**src/common/fsr_pkg.sv**
```systemverilog
// Purpose: Shared constants and types for the first flash status register block.
// Assumes: 100 MHz core clock; SPI pins are oversampled by that clock.
// Notes: Bit positions, opcodes, reset values and timing counts live here only.

package fsr_pkg;

    // ==========================================================================
    // Clock and timing
    // ==========================================================================
    localparam int FSR_CLK_PERIOD_NS = 10;
    // Non-volatile status write time in microseconds; a plain default.
    localparam int FSR_NV_WRITE_US = 1000;
    localparam int FSR_NV_WRITE_CYC = (FSR_NV_WRITE_US * 1000) / FSR_CLK_PERIOD_NS;

    // ==========================================================================
    // Opcodes
    // ==========================================================================
    localparam logic [7:0] FSR_OP_WRSR = 8'h01;
    localparam logic [7:0] FSR_OP_RDSR = 8'h05;
    localparam logic [7:0] FSR_OP_WREN = 8'h06;
    localparam logic [7:0] FSR_OP_VWREN = 8'h50;

    // ==========================================================================
    // Register layout and reset values
    // ==========================================================================
    localparam int FSR_BIT_PROT_A = 7;
    localparam int FSR_BIT_GRAN = 6;
    localparam int FSR_BIT_DIR = 5;
    localparam int FSR_BIT_RANGE_HI = 4;
    localparam int FSR_BIT_RANGE_LO = 2;
    localparam int FSR_BIT_WEL = 1;
    localparam int FSR_BIT_BUSY = 0;
    localparam logic [7:0] FSR_STATUS_RST = 8'h00;
    localparam logic [2:0] FSR_RANGE_RST = 3'h0;
    localparam logic [2:0] FSR_RANGE_ALL = 3'h7;
    // Synchronised pin reset order {wp_n, cs_n, sck, si}.
    localparam logic [3:0] FSR_PIN_RST = 4'hC;

    // ==========================================================================
    // Array geometry
    // ==========================================================================
    localparam int FSR_ADDR_W = 19;
    localparam int FSR_GRAN_SMALL_SH = 12;
    localparam int FSR_GRAN_LARGE_SH = 16;

    // ==========================================================================
    // Types
    // ==========================================================================
    typedef enum logic [1:0] {
        FSR_SCHEME_SW = 2'b00,
        FSR_SCHEME_HW = 2'b01,
        FSR_SCHEME_LOCK = 2'b10,
        FSR_SCHEME_OTP = 2'b11
    } fsr_scheme_t;

    typedef enum logic [1:0] {
        FSR_ST_CMD = 2'b00,
        FSR_ST_WDATA = 2'b01,
        FSR_ST_READ = 2'b10,
        FSR_ST_SKIP = 2'b11
    } fsr_spi_st_t;

    typedef struct packed {
        logic [FSR_ADDR_W-1:0] first;
        logic [FSR_ADDR_W-1:0] last;
    } fsr_mem_req_t;

    typedef struct packed {
        logic status_protect_bit_a;
        logic protect_granule_select;
        logic protect_direction_select;
        logic [2:0] protect_range_field;
        logic write_enable_latch;
        logic busy_flag;
    } fsr_status_t;

endpackage

```
**src/fsr_status_top.sv**
```systemverilog
// Purpose: First status register of a serial flash, with its SPI command handling.
// Assumes: SPI mode 0 host; SCK well below a quarter of the core clock.
// Notes: Program and erase arrive from the main decoder as complete requests.

`timescale 1ns/100ps

module fsr_status_top #(
    parameter int NV_WRITE_CYC = fsr_pkg::FSR_NV_WRITE_CYC
) (
    input wire logic core_clk_in,
    input wire logic arst_n_in,
    input wire logic spi_cs_n_in,
    input wire logic spi_sck_in,
    input wire logic spi_si_in,
    output logic spi_so_out,
    output logic spi_so_oe_n_out,
    input wire logic wp_n_in,
    input wire logic status_protect_bit_b_in,
    input wire logic mem_req_valid_in,
    input wire fsr_pkg::fsr_mem_req_t mem_req_in,
    input wire logic mem_done_in,
    input wire logic mem_abort_in,
    output logic mem_accept_out,
    output logic mem_reject_out,
    output fsr_pkg::fsr_status_t status_out,
    output fsr_pkg::fsr_scheme_t scheme_out,
    output logic [7:0] nv_copy_out,
    output logic nv_write_active_out
);
    // ==========================================================================
    // Reset release and pin synchronisers
    // ==========================================================================
    logic rst_s1_r, rst_n_r;
    logic [3:0] pin_s1_r, pin_s2_r;
    logic sck_d_r, cs_d_r;

    always_ff @(posedge core_clk_in or negedge arst_n_in) begin
        if (!arst_n_in) begin
            rst_s1_r <= 1'b0;
            rst_n_r <= 1'b0;
        end else begin
            rst_s1_r <= 1'b1;
            rst_n_r <= rst_s1_r;
        end
    end

    always_ff @(posedge core_clk_in or negedge rst_n_r) begin
        if (!rst_n_r) begin
            pin_s1_r <= fsr_pkg::FSR_PIN_RST;
            pin_s2_r <= fsr_pkg::FSR_PIN_RST;
            sck_d_r <= 1'b0;
            cs_d_r <= 1'b1;
        end else begin
            pin_s1_r <= {wp_n_in, spi_cs_n_in, spi_sck_in, spi_si_in};
            pin_s2_r <= pin_s1_r;
            sck_d_r <= pin_s2_r[1];
            cs_d_r <= pin_s2_r[2];
        end
    end

    wire wp_n_s = pin_s2_r[3];
    wire cs_n_s = pin_s2_r[2];
    wire sck_s = pin_s2_r[1];
    wire si_s = pin_s2_r[0];
    wire sel = !cs_n_s;
    wire sck_rise = sel && sck_s && !sck_d_r;
    wire sck_fall = sel && !sck_s && sck_d_r;
    wire cs_rise = cs_n_s && !cs_d_r;

    // ==========================================================================
    // SPI frame tracking
    // ==========================================================================
    fsr_pkg::fsr_spi_st_t st_r, st_nxt;
    logic [2:0] bitpos_r;
    logic [1:0] byte_cnt_r;
    logic [7:0] shift_in_r, opcode_r, data_r;
    logic [6:0] so_sh_r;
    logic so_r;

    wire byte_done = sck_rise && (bitpos_r == 3'h7);
    wire [7:0] rx_byte = {shift_in_r[6:0], si_s};
    wire frame8 = (byte_cnt_r == 2'h1) && (bitpos_r == 3'h0);
    wire frame16 = (byte_cnt_r == 2'h2) && (bitpos_r == 3'h0);
    wire [1:0] byte_cnt_inc = (byte_cnt_r == 2'h3) ? byte_cnt_r : byte_cnt_r + 2'h1;
    fsr_pkg::fsr_spi_st_t cmd_st;
    assign cmd_st = (rx_byte == fsr_pkg::FSR_OP_WRSR) ? fsr_pkg::FSR_ST_WDATA
        : ((rx_byte == fsr_pkg::FSR_OP_RDSR) ? fsr_pkg::FSR_ST_READ : fsr_pkg::FSR_ST_SKIP);

    always_comb begin
        st_nxt = st_r;
        if (!sel) begin
            st_nxt = fsr_pkg::FSR_ST_CMD;
        end else if (byte_done) begin
            unique case (st_r)
                fsr_pkg::FSR_ST_CMD: st_nxt = cmd_st;
                fsr_pkg::FSR_ST_WDATA: st_nxt = fsr_pkg::FSR_ST_SKIP;
                fsr_pkg::FSR_ST_READ: st_nxt = fsr_pkg::FSR_ST_READ;
                fsr_pkg::FSR_ST_SKIP: st_nxt = fsr_pkg::FSR_ST_SKIP;
            endcase
        end
    end

    always_ff @(posedge core_clk_in or negedge rst_n_r) begin
        if (!rst_n_r) begin
            st_r <= fsr_pkg::FSR_ST_CMD;
            bitpos_r <= 3'h0;
            byte_cnt_r <= 2'h0;
            shift_in_r <= 8'h00;
        end else begin
            st_r <= st_nxt;
            if (!sel) begin
                bitpos_r <= 3'h0;
                byte_cnt_r <= 2'h0;
            end else if (sck_rise) begin
                shift_in_r <= rx_byte;
                bitpos_r <= bitpos_r + 3'h1;
                byte_cnt_r <= byte_done ? byte_cnt_inc : byte_cnt_r;
            end
        end
    end

    always_ff @(posedge core_clk_in or negedge rst_n_r) begin
        if (!rst_n_r) begin
            opcode_r <= 8'h00;
            data_r <= 8'h00;
        end else if (byte_done) begin
            opcode_r <= (byte_cnt_r == 2'h0) ? rx_byte : opcode_r;
            data_r <= (byte_cnt_r == 2'h1) ? rx_byte : data_r;
        end
    end

    // ==========================================================================
    // Status fields and write control
    // ==========================================================================
    logic prot_a_r, gran_r, dir_r, wel_r, vwren_r, mem_busy_r, nv_busy_r;
    logic [2:0] range_r;
    logic [31:0] nv_cnt_r;
    logic [7:0] nv_copy_r, nv_pend_r;
    logic prot_hit;
    fsr_pkg::fsr_status_t status_w;
    fsr_pkg::fsr_scheme_t scheme_w;

    // Busy covers array and non-volatile work.
    wire busy = mem_busy_r || nv_busy_r;
    assign scheme_w = fsr_pkg::fsr_scheme_t'({status_protect_bit_b_in, prot_a_r});
    wire sr_locked = (scheme_w == fsr_pkg::FSR_SCHEME_HW) ? !wp_n_s
        : (scheme_w != fsr_pkg::FSR_SCHEME_SW);
    // Write enable executes on a clean 8-bit frame.
    wire exec_wren = cs_rise && frame8 && (opcode_r == fsr_pkg::FSR_OP_WREN) && !busy;
    wire exec_vwren = cs_rise && frame8 && (opcode_r == fsr_pkg::FSR_OP_VWREN) && !busy;
    wire wrsr_full = cs_rise && frame16 && (opcode_r == fsr_pkg::FSR_OP_WRSR) && !busy;
    wire wrsr_enabled = wel_r || vwren_r;
    wire wrsr_ok = wrsr_full && wrsr_enabled && !sr_locked;
    wire wrsr_refused = wrsr_full && wrsr_enabled && sr_locked;
    // Latch path also commits the non-volatile copy.
    wire wrsr_nv = wrsr_ok && wel_r;
    wire nv_done = nv_busy_r && (nv_cnt_r == 32'h0);
    fsr_prot_check u_prot (
        .protect_granule_select_in(gran_r),
        .protect_direction_select_in(dir_r),
        .protect_range_field_in(range_r),
        .req_in(mem_req_in),
        .hit_out(prot_hit)
    );
    wire mem_try = mem_req_valid_in && !busy;
    wire mem_prot_rej = mem_try && wel_r && prot_hit;
    assign mem_accept_out = mem_try && wel_r && !prot_hit;
    assign mem_reject_out = mem_req_valid_in && !mem_accept_out;
    wire mem_end = mem_busy_r && (mem_done_in || mem_abort_in);
    // Complete commands that end or abort clear the latch.
    // Completion requires a fresh write enable.
    wire wel_clear = mem_end || nv_done || mem_prot_rej || wrsr_refused;
    // Incomplete frames are not among the clear terms.
    // Volatile enable never sets the latch.
    wire wel_nxt = exec_wren ? 1'b1 : (wel_clear ? 1'b0 : wel_r);
    wire vwren_nxt = exec_vwren ? 1'b1 : ((exec_wren || wrsr_full) ? 1'b0 : vwren_r);
    wire [31:0] nv_cnt_nxt = wrsr_nv ? 32'(NV_WRITE_CYC - 1)
        : (nv_busy_r ? nv_cnt_r - 32'h1 : nv_cnt_r);
    // Reset returns every field to default.
    always_ff @(posedge core_clk_in or negedge rst_n_r) begin
        if (!rst_n_r) begin
            wel_r <= 1'b0;
            vwren_r <= 1'b0;
            mem_busy_r <= 1'b0;
            nv_busy_r <= 1'b0;
            nv_cnt_r <= 32'h0;
        end else begin
            wel_r <= wel_nxt;
            vwren_r <= vwren_nxt;
            mem_busy_r <= mem_accept_out || (mem_busy_r && !mem_end);
            nv_busy_r <= wrsr_nv || (nv_busy_r && !nv_done);
            nv_cnt_r <= nv_cnt_nxt;
        end
    end
    // Range field defaults to nothing protected.
    // Accepted status write loads the writable bits.
    always_ff @(posedge core_clk_in or negedge rst_n_r) begin
        if (!rst_n_r) begin
            {prot_a_r, gran_r, dir_r} <= 3'h0;
            range_r <= fsr_pkg::FSR_RANGE_RST;
        end else if (wrsr_ok) begin
            prot_a_r <= data_r[fsr_pkg::FSR_BIT_PROT_A];
            gran_r <= data_r[fsr_pkg::FSR_BIT_GRAN];
            dir_r <= data_r[fsr_pkg::FSR_BIT_DIR];
            range_r <= data_r[fsr_pkg::FSR_BIT_RANGE_HI:fsr_pkg::FSR_BIT_RANGE_LO];
        end
    end
    always_ff @(posedge core_clk_in or negedge rst_n_r) begin
        if (!rst_n_r) begin
            nv_pend_r <= fsr_pkg::FSR_STATUS_RST;
            nv_copy_r <= fsr_pkg::FSR_STATUS_RST;
        end else begin
            nv_pend_r <= wrsr_nv ? {data_r[7:2], 2'b00} : nv_pend_r;
            nv_copy_r <= nv_done ? nv_pend_r : nv_copy_r;
        end
    end

    // ==========================================================================
    // Status read-out
    // ==========================================================================
    assign status_w = '{prot_a_r, gran_r, dir_r, range_r, wel_r, busy};
    wire so_load = sck_fall && (st_r == fsr_pkg::FSR_ST_READ) && (bitpos_r == 3'h0);
    always_ff @(posedge core_clk_in or negedge rst_n_r) begin
        if (!rst_n_r) begin
            so_r <= 1'b0;
            so_sh_r <= 7'h00;
        end else if (so_load) begin
            {so_r, so_sh_r} <= status_w;
        end else if (sck_fall && (st_r == fsr_pkg::FSR_ST_READ)) begin
            so_r <= so_sh_r[6];
            so_sh_r <= {so_sh_r[5:0], 1'b0};
        end
    end

    assign spi_so_out = so_r;
    assign spi_so_oe_n_out = !(sel && (st_r == fsr_pkg::FSR_ST_READ));
    assign status_out = status_w;
    assign scheme_out = scheme_w;
    assign nv_copy_out = nv_copy_r;
    assign nv_write_active_out = nv_busy_r;

    wire [2:0] wr_range = data_r[fsr_pkg::FSR_BIT_RANGE_HI:fsr_pkg::FSR_BIT_RANGE_LO];
endmodule

```
**src/fsr_prot_check.sv**
```systemverilog
// Purpose: Decides whether a memory operation touches the protected span.
// Assumes: Requests give an inclusive first and last byte address.
// Notes: Range code 0 protects nothing, 7 protects all, n doubles the block count.

`timescale 1ns/100ps

module fsr_prot_check (
    input wire logic protect_granule_select_in,
    input wire logic protect_direction_select_in,
    input wire logic [2:0] protect_range_field_in,
    input wire fsr_pkg::fsr_mem_req_t req_in,
    output logic hit_out
);
    localparam int AW = fsr_pkg::FSR_ADDR_W;
    localparam logic [AW:0] ARRAY_BYTES = (AW+1)'(1) << AW;

    wire [AW:0] blocks = (AW+1)'(1) << (protect_range_field_in - 3'h1);
    wire [AW:0] small_len = blocks << fsr_pkg::FSR_GRAN_SMALL_SH;
    wire [AW:0] large_len = blocks << fsr_pkg::FSR_GRAN_LARGE_SH;
    wire [AW:0] raw_len = protect_granule_select_in ? small_len : large_len;
    wire whole = (protect_range_field_in == fsr_pkg::FSR_RANGE_ALL) || (raw_len >= ARRAY_BYTES)
        || (raw_len == '0);
    wire [AW:0] span_len = whole ? ARRAY_BYTES : raw_len;
    wire [AW:0] prot_lo = protect_direction_select_in ? (ARRAY_BYTES - span_len) : '0;
    wire [AW:0] prot_hi = protect_direction_select_in ? (ARRAY_BYTES - (AW+1)'(1))
        : (span_len - (AW+1)'(1));
    wire any_prot = (protect_range_field_in != fsr_pkg::FSR_RANGE_RST);

    assign hit_out = any_prot && ({1'b0, req_in.first} <= prot_hi)
        && ({1'b0, req_in.last} >= prot_lo);

endmodule

```
**config.mk**
```make
export PLATFORM = sky130hd
export DESIGN_NAME = fsr_status_top
export DESIGN_NICKNAME = d
export VERILOG_FILES = /design/src/common/fsr_pkg.sv /design/src/fsr_status_top.sv /design/src/fsr_prot_check.sv
export SDC_FILE = /design/constraint.sdc
export NUM_CORES = 1
export LEC_CHECK = 0
export ABC_AREA = 1
export BUFFER_PORTS_ARGS = -buffer_cell sky130_fd_sc_hd__buf_2
export CORE_MARGIN = 8
export CORE_UTILIZATION = 45
export DETAILED_ROUTE_END_ITERATION = 12
export MAX_ROUTING_LAYER = met4
export PLACE_DENSITY = 0.67
export SLEW_MARGIN = 20
export SYNTH_ARGS = -nofsm -noshare
export SYNTH_HDL_FRONTEND = slang
export SYNTH_SLANG_ARGS = --single-unit
```
**constraint.sdc**
```tcl
create_clock -name core_clk_in -period 3.2 [get_ports core_clk_in]
set_input_delay 0.64 -clock core_clk_in [delete_from_list [all_inputs] [get_ports core_clk_in]]
set_output_delay 0.64 -clock core_clk_in [all_outputs]
set_load 0.05 [all_outputs]
```
After elaboration in Yosys (flattened, before gate mapping). Cells that the tools add are included.

Add/sub/neg operators: 6. Order comparisons: 3. Eq/ne operators: 15. Shifts and indexed selects: 1. Muxes and demuxes: 26. Bitwise operators: 1. Reduce and logical (&&, ||, !) cells: 75.

Operators with widths (number): two-way mux 20 bit (4); two-way mux 32 bit (2); logical AND 1 bit (34); zero test 32 bit (1); subtractor 32 x 1 -> 32 bit (second input constant) (1); >= comparator 19 x 20 -> 1 bit (1); >= comparator 20 bit (second input constant) (1); <= comparator 19 x 20 -> 1 bit (1); zero test 20 bit (1); subtractor 20 x 1 -> 20 bit (second input constant) (1); subtractor 20 bit (first input constant) (1); equality test 8 x 1 -> 1 bit (second input constant) (2); equality test 8 x 3 -> 1 bit (second input constant) (2); two-way mux 2 bit (7); two-way mux 7 bit (2); nonzero test 2 bit (7); zero test 1 bit (12); logical OR 1 bit (11); equality test 2 bit (second input constant) (4); equality test 8 x 7 -> 1 bit (second input constant) (1); two-way mux 1 bit (8); left shift 1 x 3 -> 8 bit (first input constant) (1); equality test 2 x 1 -> 1 bit (second input constant) (3); equality test 3 bit (second input constant) (2); other kinds (13) (17).

Bits in registers: 104. Input bits: 48. Output and inout bits: 23. Logic and storage cells: 152.

Depth between registers and ports, before layout.
Depth in word-level cells: 17. Gate-level depth with buffers: 19. Depth with buffers taken out: 19.

Cells and area by module. Synthesis repeated with hierarchy kept, for this count alone.

Cells, all modules: 766. Area, all modules: 5849.4 µm².

Modules (own cells, without submodules): fsr_status_top (instances 1, cells an instance 618, area an instance 5066.1 µm², sequential area each 2558.7 µm²); fsr_prot_check (instances 1, cells an instance 148, area an instance 783.3 µm², sequential area each 0.0 µm²).

Worst setup path before layout. Ideal clock, no wire load.

Path kind: register -> output. Start point: reg range_r[0]. End point: out mem_reject_out. Arrival time: 3.482 ns. Required time: 2.560 ns. Path slack: -0.922 ns. Stages on the path, launching flop included: 16. Buffers on the path: 0. Path through: dfrtp_1 nor2_1 ha_1 inv_1 nor2_1 nand2_1 ha_1 nand2_1 o21ai_0 a21o_1 ha_1 and3_1 nand3_1 nand3_1 nand3_1 a21oi_1.

Cells in the longest elaborated chain, start to end: 16. Elaborated cells on any way between the ends: 22. Those cells by class: add/sub: 3; order compare: 3; eq/ne: 1; shift: 1; mux: 4; reduce/logical: 10.

RTL lines: from (decl) (line fsr_status_top.sv:136) `logic [2:0] range_r;`; from (signal assigned) (line fsr_status_top.sv:200) `range_r <= fsr_pkg::FSR_RANGE_RST;`; from (signal assigned) (line fsr_status_top.sv:205) `range_r <= data_r[fsr_pkg::FSR_BIT_RANGE_HI:fsr_pkg::FSR_BIT_RANGE_LO];`; subtractor 3 x 1 -> 3 bit (line fsr_prot_check.sv:17) `wire [AW:0] blocks = (AW+1)'(1) << (protect_range_field_in - 3'h1);`; left shift 1 x 3 -> 8 bit (line fsr_prot_check.sv:17); two-way mux 20 bit (line fsr_prot_check.sv:20) `wire [AW:0] raw_len = protect_granule_select_in ? small_len : large_len;`; >= comparator 20 bit (line fsr_prot_check.sv:21) `wire whole = (protect_range_field_in == fsr_pkg::FSR_RANGE_ALL) || (raw_len >= ARRAY_BYTES)`; logical OR 1 bit (line fsr_prot_check.sv:21); logical OR 1 bit (line fsr_prot_check.sv:22) `|| (raw_len == '0);`; two-way mux 20 bit (line fsr_prot_check.sv:23) `wire [AW:0] span_len = whole ? ARRAY_BYTES : raw_len;`; subtractor 20 x 1 -> 20 bit (line fsr_prot_check.sv:26) `: (span_len - (AW+1)'(1));`; two-way mux 20 bit (line fsr_prot_check.sv:25) `wire [AW:0] prot_hi = protect_direction_select_in ? (ARRAY_BYTES - (AW+1)'(1))`; <= comparator 19 x 20 -> 1 bit (line fsr_prot_check.sv:29) `assign hit_out = any_prot && ({1'b0, req_in.first} <= prot_hi)`; logical AND 1 bit (line fsr_prot_check.sv:29); logical AND 1 bit * (line fsr_prot_check.sv:30) `&& ({1'b0, req_in.last} >= prot_lo);`; zero test 1 bit * (line fsr_status_top.sv:167) `assign mem_accept_out = mem_try && wel_r && !prot_hit;`; logical AND 1 bit * (line fsr_status_top.sv:167); zero test 1 bit * (line fsr_status_top.sv:168) `assign mem_reject_out = mem_req_valid_in && !mem_accept_out;`; logical AND 1 bit * (line fsr_status_top.sv:168); to (decl) (line fsr_status_top.sv:24) `output logic mem_reject_out,`.

Every way passes the cells marked *; elsewhere a longest branch is shown, timed or not.

Worst setup path in the final report.
Start point: reg range_r[0]. End point: out mem_accept_out.

Cells in the longest elaborated chain, start to end: 14. Elaborated cells on any way between the ends: 20. Those cells by class: add/sub: 3; order compare: 3; eq/ne: 1; shift: 1; mux: 4; reduce/logical: 8.

RTL lines: subtractor 3 x 1 -> 3 bit (line fsr_prot_check.sv:17); left shift 1 x 3 -> 8 bit (line fsr_prot_check.sv:17); two-way mux 20 bit (line fsr_prot_check.sv:20); >= comparator 20 bit (line fsr_prot_check.sv:21); logical OR 1 bit (line fsr_prot_check.sv:21); logical OR 1 bit (line fsr_prot_check.sv:22); two-way mux 20 bit (line fsr_prot_check.sv:23); subtractor 20 x 1 -> 20 bit (line fsr_prot_check.sv:26); two-way mux 20 bit (line fsr_prot_check.sv:25); <= comparator 19 x 20 -> 1 bit (line fsr_prot_check.sv:29); logical AND 1 bit (line fsr_prot_check.sv:29); logical AND 1 bit * (line fsr_prot_check.sv:30); zero test 1 bit * (line fsr_status_top.sv:167); logical AND 1 bit * (line fsr_status_top.sv:167); to (decl) (line fsr_status_top.sv:23) `output logic mem_accept_out,`.

Marked as above.

==> impl_results.md <==
* CP max FO at 7
* Width of the die at 131 um
* Number of global-route vias before repair at 4906
* Syn. warnings at 0
* Total GRT Usage at 16.9%
* I/O Pins at 71
* Initial antenna violation count at 0
* Post-Route WL at 13.4 mm
* Drt via density at 4.88
* Hold Slack at 0.0485 ns
* Maximum clock rate at 272 MHz
* Crit path launch type: flip-flop
* DRT antenna net count at 0
* Syn Inst Count at 784
* Power density over the cells at 382 mW/mm^2
* TritonCTS clock tree: done
* Final GP Congestion at 0.895
* Global route overflow at 0
* Worst ir drop on vdd at 372 uV
* WL per Instance at 12.7 um
* Final Hold Fails at 0
* Required @ worst endpoint at 2.56 ns
* Clk_lat worst skew at 0.36 ns
* Post-layout nets at 952
* Synth cell types at 38
* Hold Path Class: input pin to asynchronous set/reset pin
* Setup crit end kind: output pin
* Root buffer cell: clkbuf_16
* Setup TNS at -0.926 ns
* Initial Util at 45.4%
* Full die area at 0.0171 sq mm
* Outcome: finished with violations
* Final setup viols at 2
* I/O Buffers at 68
* Num CTS Buffers at 9
* Number of synthesized register bits at 102
* # rows at 42
* Failing checks: negative setup slack
* Num Clock Sinks at 102
* Max Cap Violations at 0
* Max Buffers Root-to-Sink at 2
* Largest area contributor in the netlist: dfrtp_1
* Most frequent cell after synthesis: nand2_1
* Largest net degree at the start of global routing at 55
* Clock slew at reported path FFs at 0.08 ns
* Design Area, Final at 0.00717 sq mm
* RSZ-0062 raised after global routing: true
* Die H at 131 um
* Asr flop ratio synth at 100%
* Synth top area cells: dfrtp_1, nand2_1, nor2_1, inv_1, ha_1
* Placed Area at 0.00662 sq mm
* Main synth FF type: dfrtp_1
* Avg Synthesized Cell Area at 7.55 sq um
* DPL Wire Length at 10.1 mm
* EDFF count, synth at 0
* Max-slew violations at 0
* Worst Clk Skew at 0.0109 ns
* Area grow syn2layout at 21.1%
* DRC viols at 0
* Critical path data arrival time at 3.03 ns
* Commonest cells post-synth: nand2_1, nor2_1, dfrtp_1
* Via Count at 5170
* Rel. slew slack at 39.5%
* Iteration-0 DRC Markers at 295
* Core ar. at 0.0130 sq mm
* Global-route wire length before repair at 22.5 mm
* Tmin final at 3.67 ns
* Critical path class: flip-flop to output pin
* Worst-Margin Slew at 0.903 ns
* Share of post-route cells with drive strength above 1 at 23.9%
* Seq/Total Area, Yosys at 43.2%
* Post-synth top area share at 41.0%
* P_leak at 3.46 nW
* Drt pass-1 iters at 5
* Mapped Area at 0.00592 sq mm
* Htree depth at 3
* Fin crit share at 115%
* ANT cells at 0
* Final WS setup at -0.474 ns
-- per-layer routing --
metal	GRT usage, %	up-vias	wire, um
met5	-	-	0
met3	3.65	15	781
met1	22.1	2369	6450
met4	4.73	0	176
met2	25.9	96	6010
li1	-	2690	-
-- worst paths after layout --
kind	start	to	slack (ns)	cells past startpoint
worst max-delay path	range_r[0]$_DFFE_PN0P_	mem_accept_out	-0.47	18
worst min-delay path	arst_n_in	rst_n_r$_DFF_PN0_	0.05	1
worst max register to register	range_r[0]$_DFFE_PN0P_	wel_r$_DFFE_PN0P_	0.41	19
worst min register to register	rst_s1_r$_DFF_PN0_	rst_n_r$_DFF_PN0_	0.35	0
max in group asynchronous	rst_n_r$_DFF_PN0_	pin_s2_r[2]$_DFF_PN1_	1.97	1
min in group core_clk_in	rst_s1_r$_DFF_PN0_	rst_n_r$_DFF_PN0_	0.35	0
-- cell type report --
cell class | count | area [sq um]
Fill cell | 1264 | 5870
Multi-Input combinational cell | 560 | 3040
Sequential cell | 102 | 2570
Timing Repair Buffer | 105 | 634
Inverter | 101 | 385
Clock buffer | 10 | 239
Tap cell | 176 | 220
Clock inverter | 6 | 86.3
-- flip-flops by register name, summed over array words and instances (netlist names), 2 cells and up --
signal	flops
data_r	6
pin_s2_r	4
opcode_r	8
so_sh_r	7
nv_pend_r	6
range_r	3
nv_cnt_r	32
st_r	2
shift_in_r	7
pin_s1_r	4
nv_copy_out	6
bitpos_r	3
byte_cnt_r	2
-- through the flow --
stage	total power [W]	utilization (%)	setup WS [ns]	instances
2_1_floorplan	0.00151	-	-0.127	785
3_3_place_gp	0.00158	50.8	-0.102	1033
3_5_place_dp	0.00158	50.8	-0.161	1033
4_1_cts	0.00277	54.0	-0.444	1055
5_1_grt	0.00286	55.0	-0.616	1060
6_report	0.00274	55.0	-0.474	1060
-- critical path, cell delays in order (launching register included) --
cell        delay (ns)
dfrtp_2           0.43
nor2_4            0.14
ha_4              0.25
inv_4             0.08
nor2_4            0.05
nand2_2           0.06
o21ai_2           0.07
nor3_4            0.24
nand2_1           0.08
nand2_1           0.08
nand3_2           0.09
ha_4              0.29
and3_4            0.18
nand3_2           0.09
nand3_4           0.12
nand3_4           0.11
nand2_4           0.09
clkinvlp_4        0.09
buf_8             0.15
-- what timing repair did --
item	CTS	global route
hold buffers	0	0
pin swaps	9	18
setup endpoints to repair	2	2
gates resized for setup	13	18
setup buffers	6	5
-- power breakdown --
group          internal (W)  leakage, nW  switching (W)  total [W]
combinational     0.0000765         2.12       0.000128   0.000204
sequential          0.00132         1.18      0.0000384    0.00136
clock              0.000651        0.160       0.000520    0.00117
-- layout by cell type, fill, tap and decap left out, types with 3 or more instances in the layout --
cell type  synthesis  routed
a21oi_1           30      26
nand3b_1           4       4
nor2_4             7       9
nor2_2            16      17
xor2_1             9       9
ha_4               0       4
dfrtp_1           97      93
nand3_4            1       3
nor3_1             7       7
conb_1             2       3
ha_1              25      21
o21ai_0           46      43
clkbuf_16          0       9
a21oi_2            4       7
inv_1             93      88
dfstp_2            5       5
inv_2              8      11
buf_2              5      66
nor2_1           121     118
nand2_1          181     171
buf_4             10      37
nand2_4            2       5
a31oi_1            7       7
nand4_1           12      12
nand2_2            2       9
dfrtp_2            0       3
nand3_2            4       7
nand3_1           62      57
-- cell families after synthesis --
group	share of synthesized area [%]
buffers and inverters	8.73
and+or+nand+nor	32.4
DFF	43.2
xor gates and xnor gates	1.63
other	0.127
adders and majority gates	5.29
AOI/OAI and AO/OA	8.60
No activity file was read; power rests on OpenSTA's default activity.
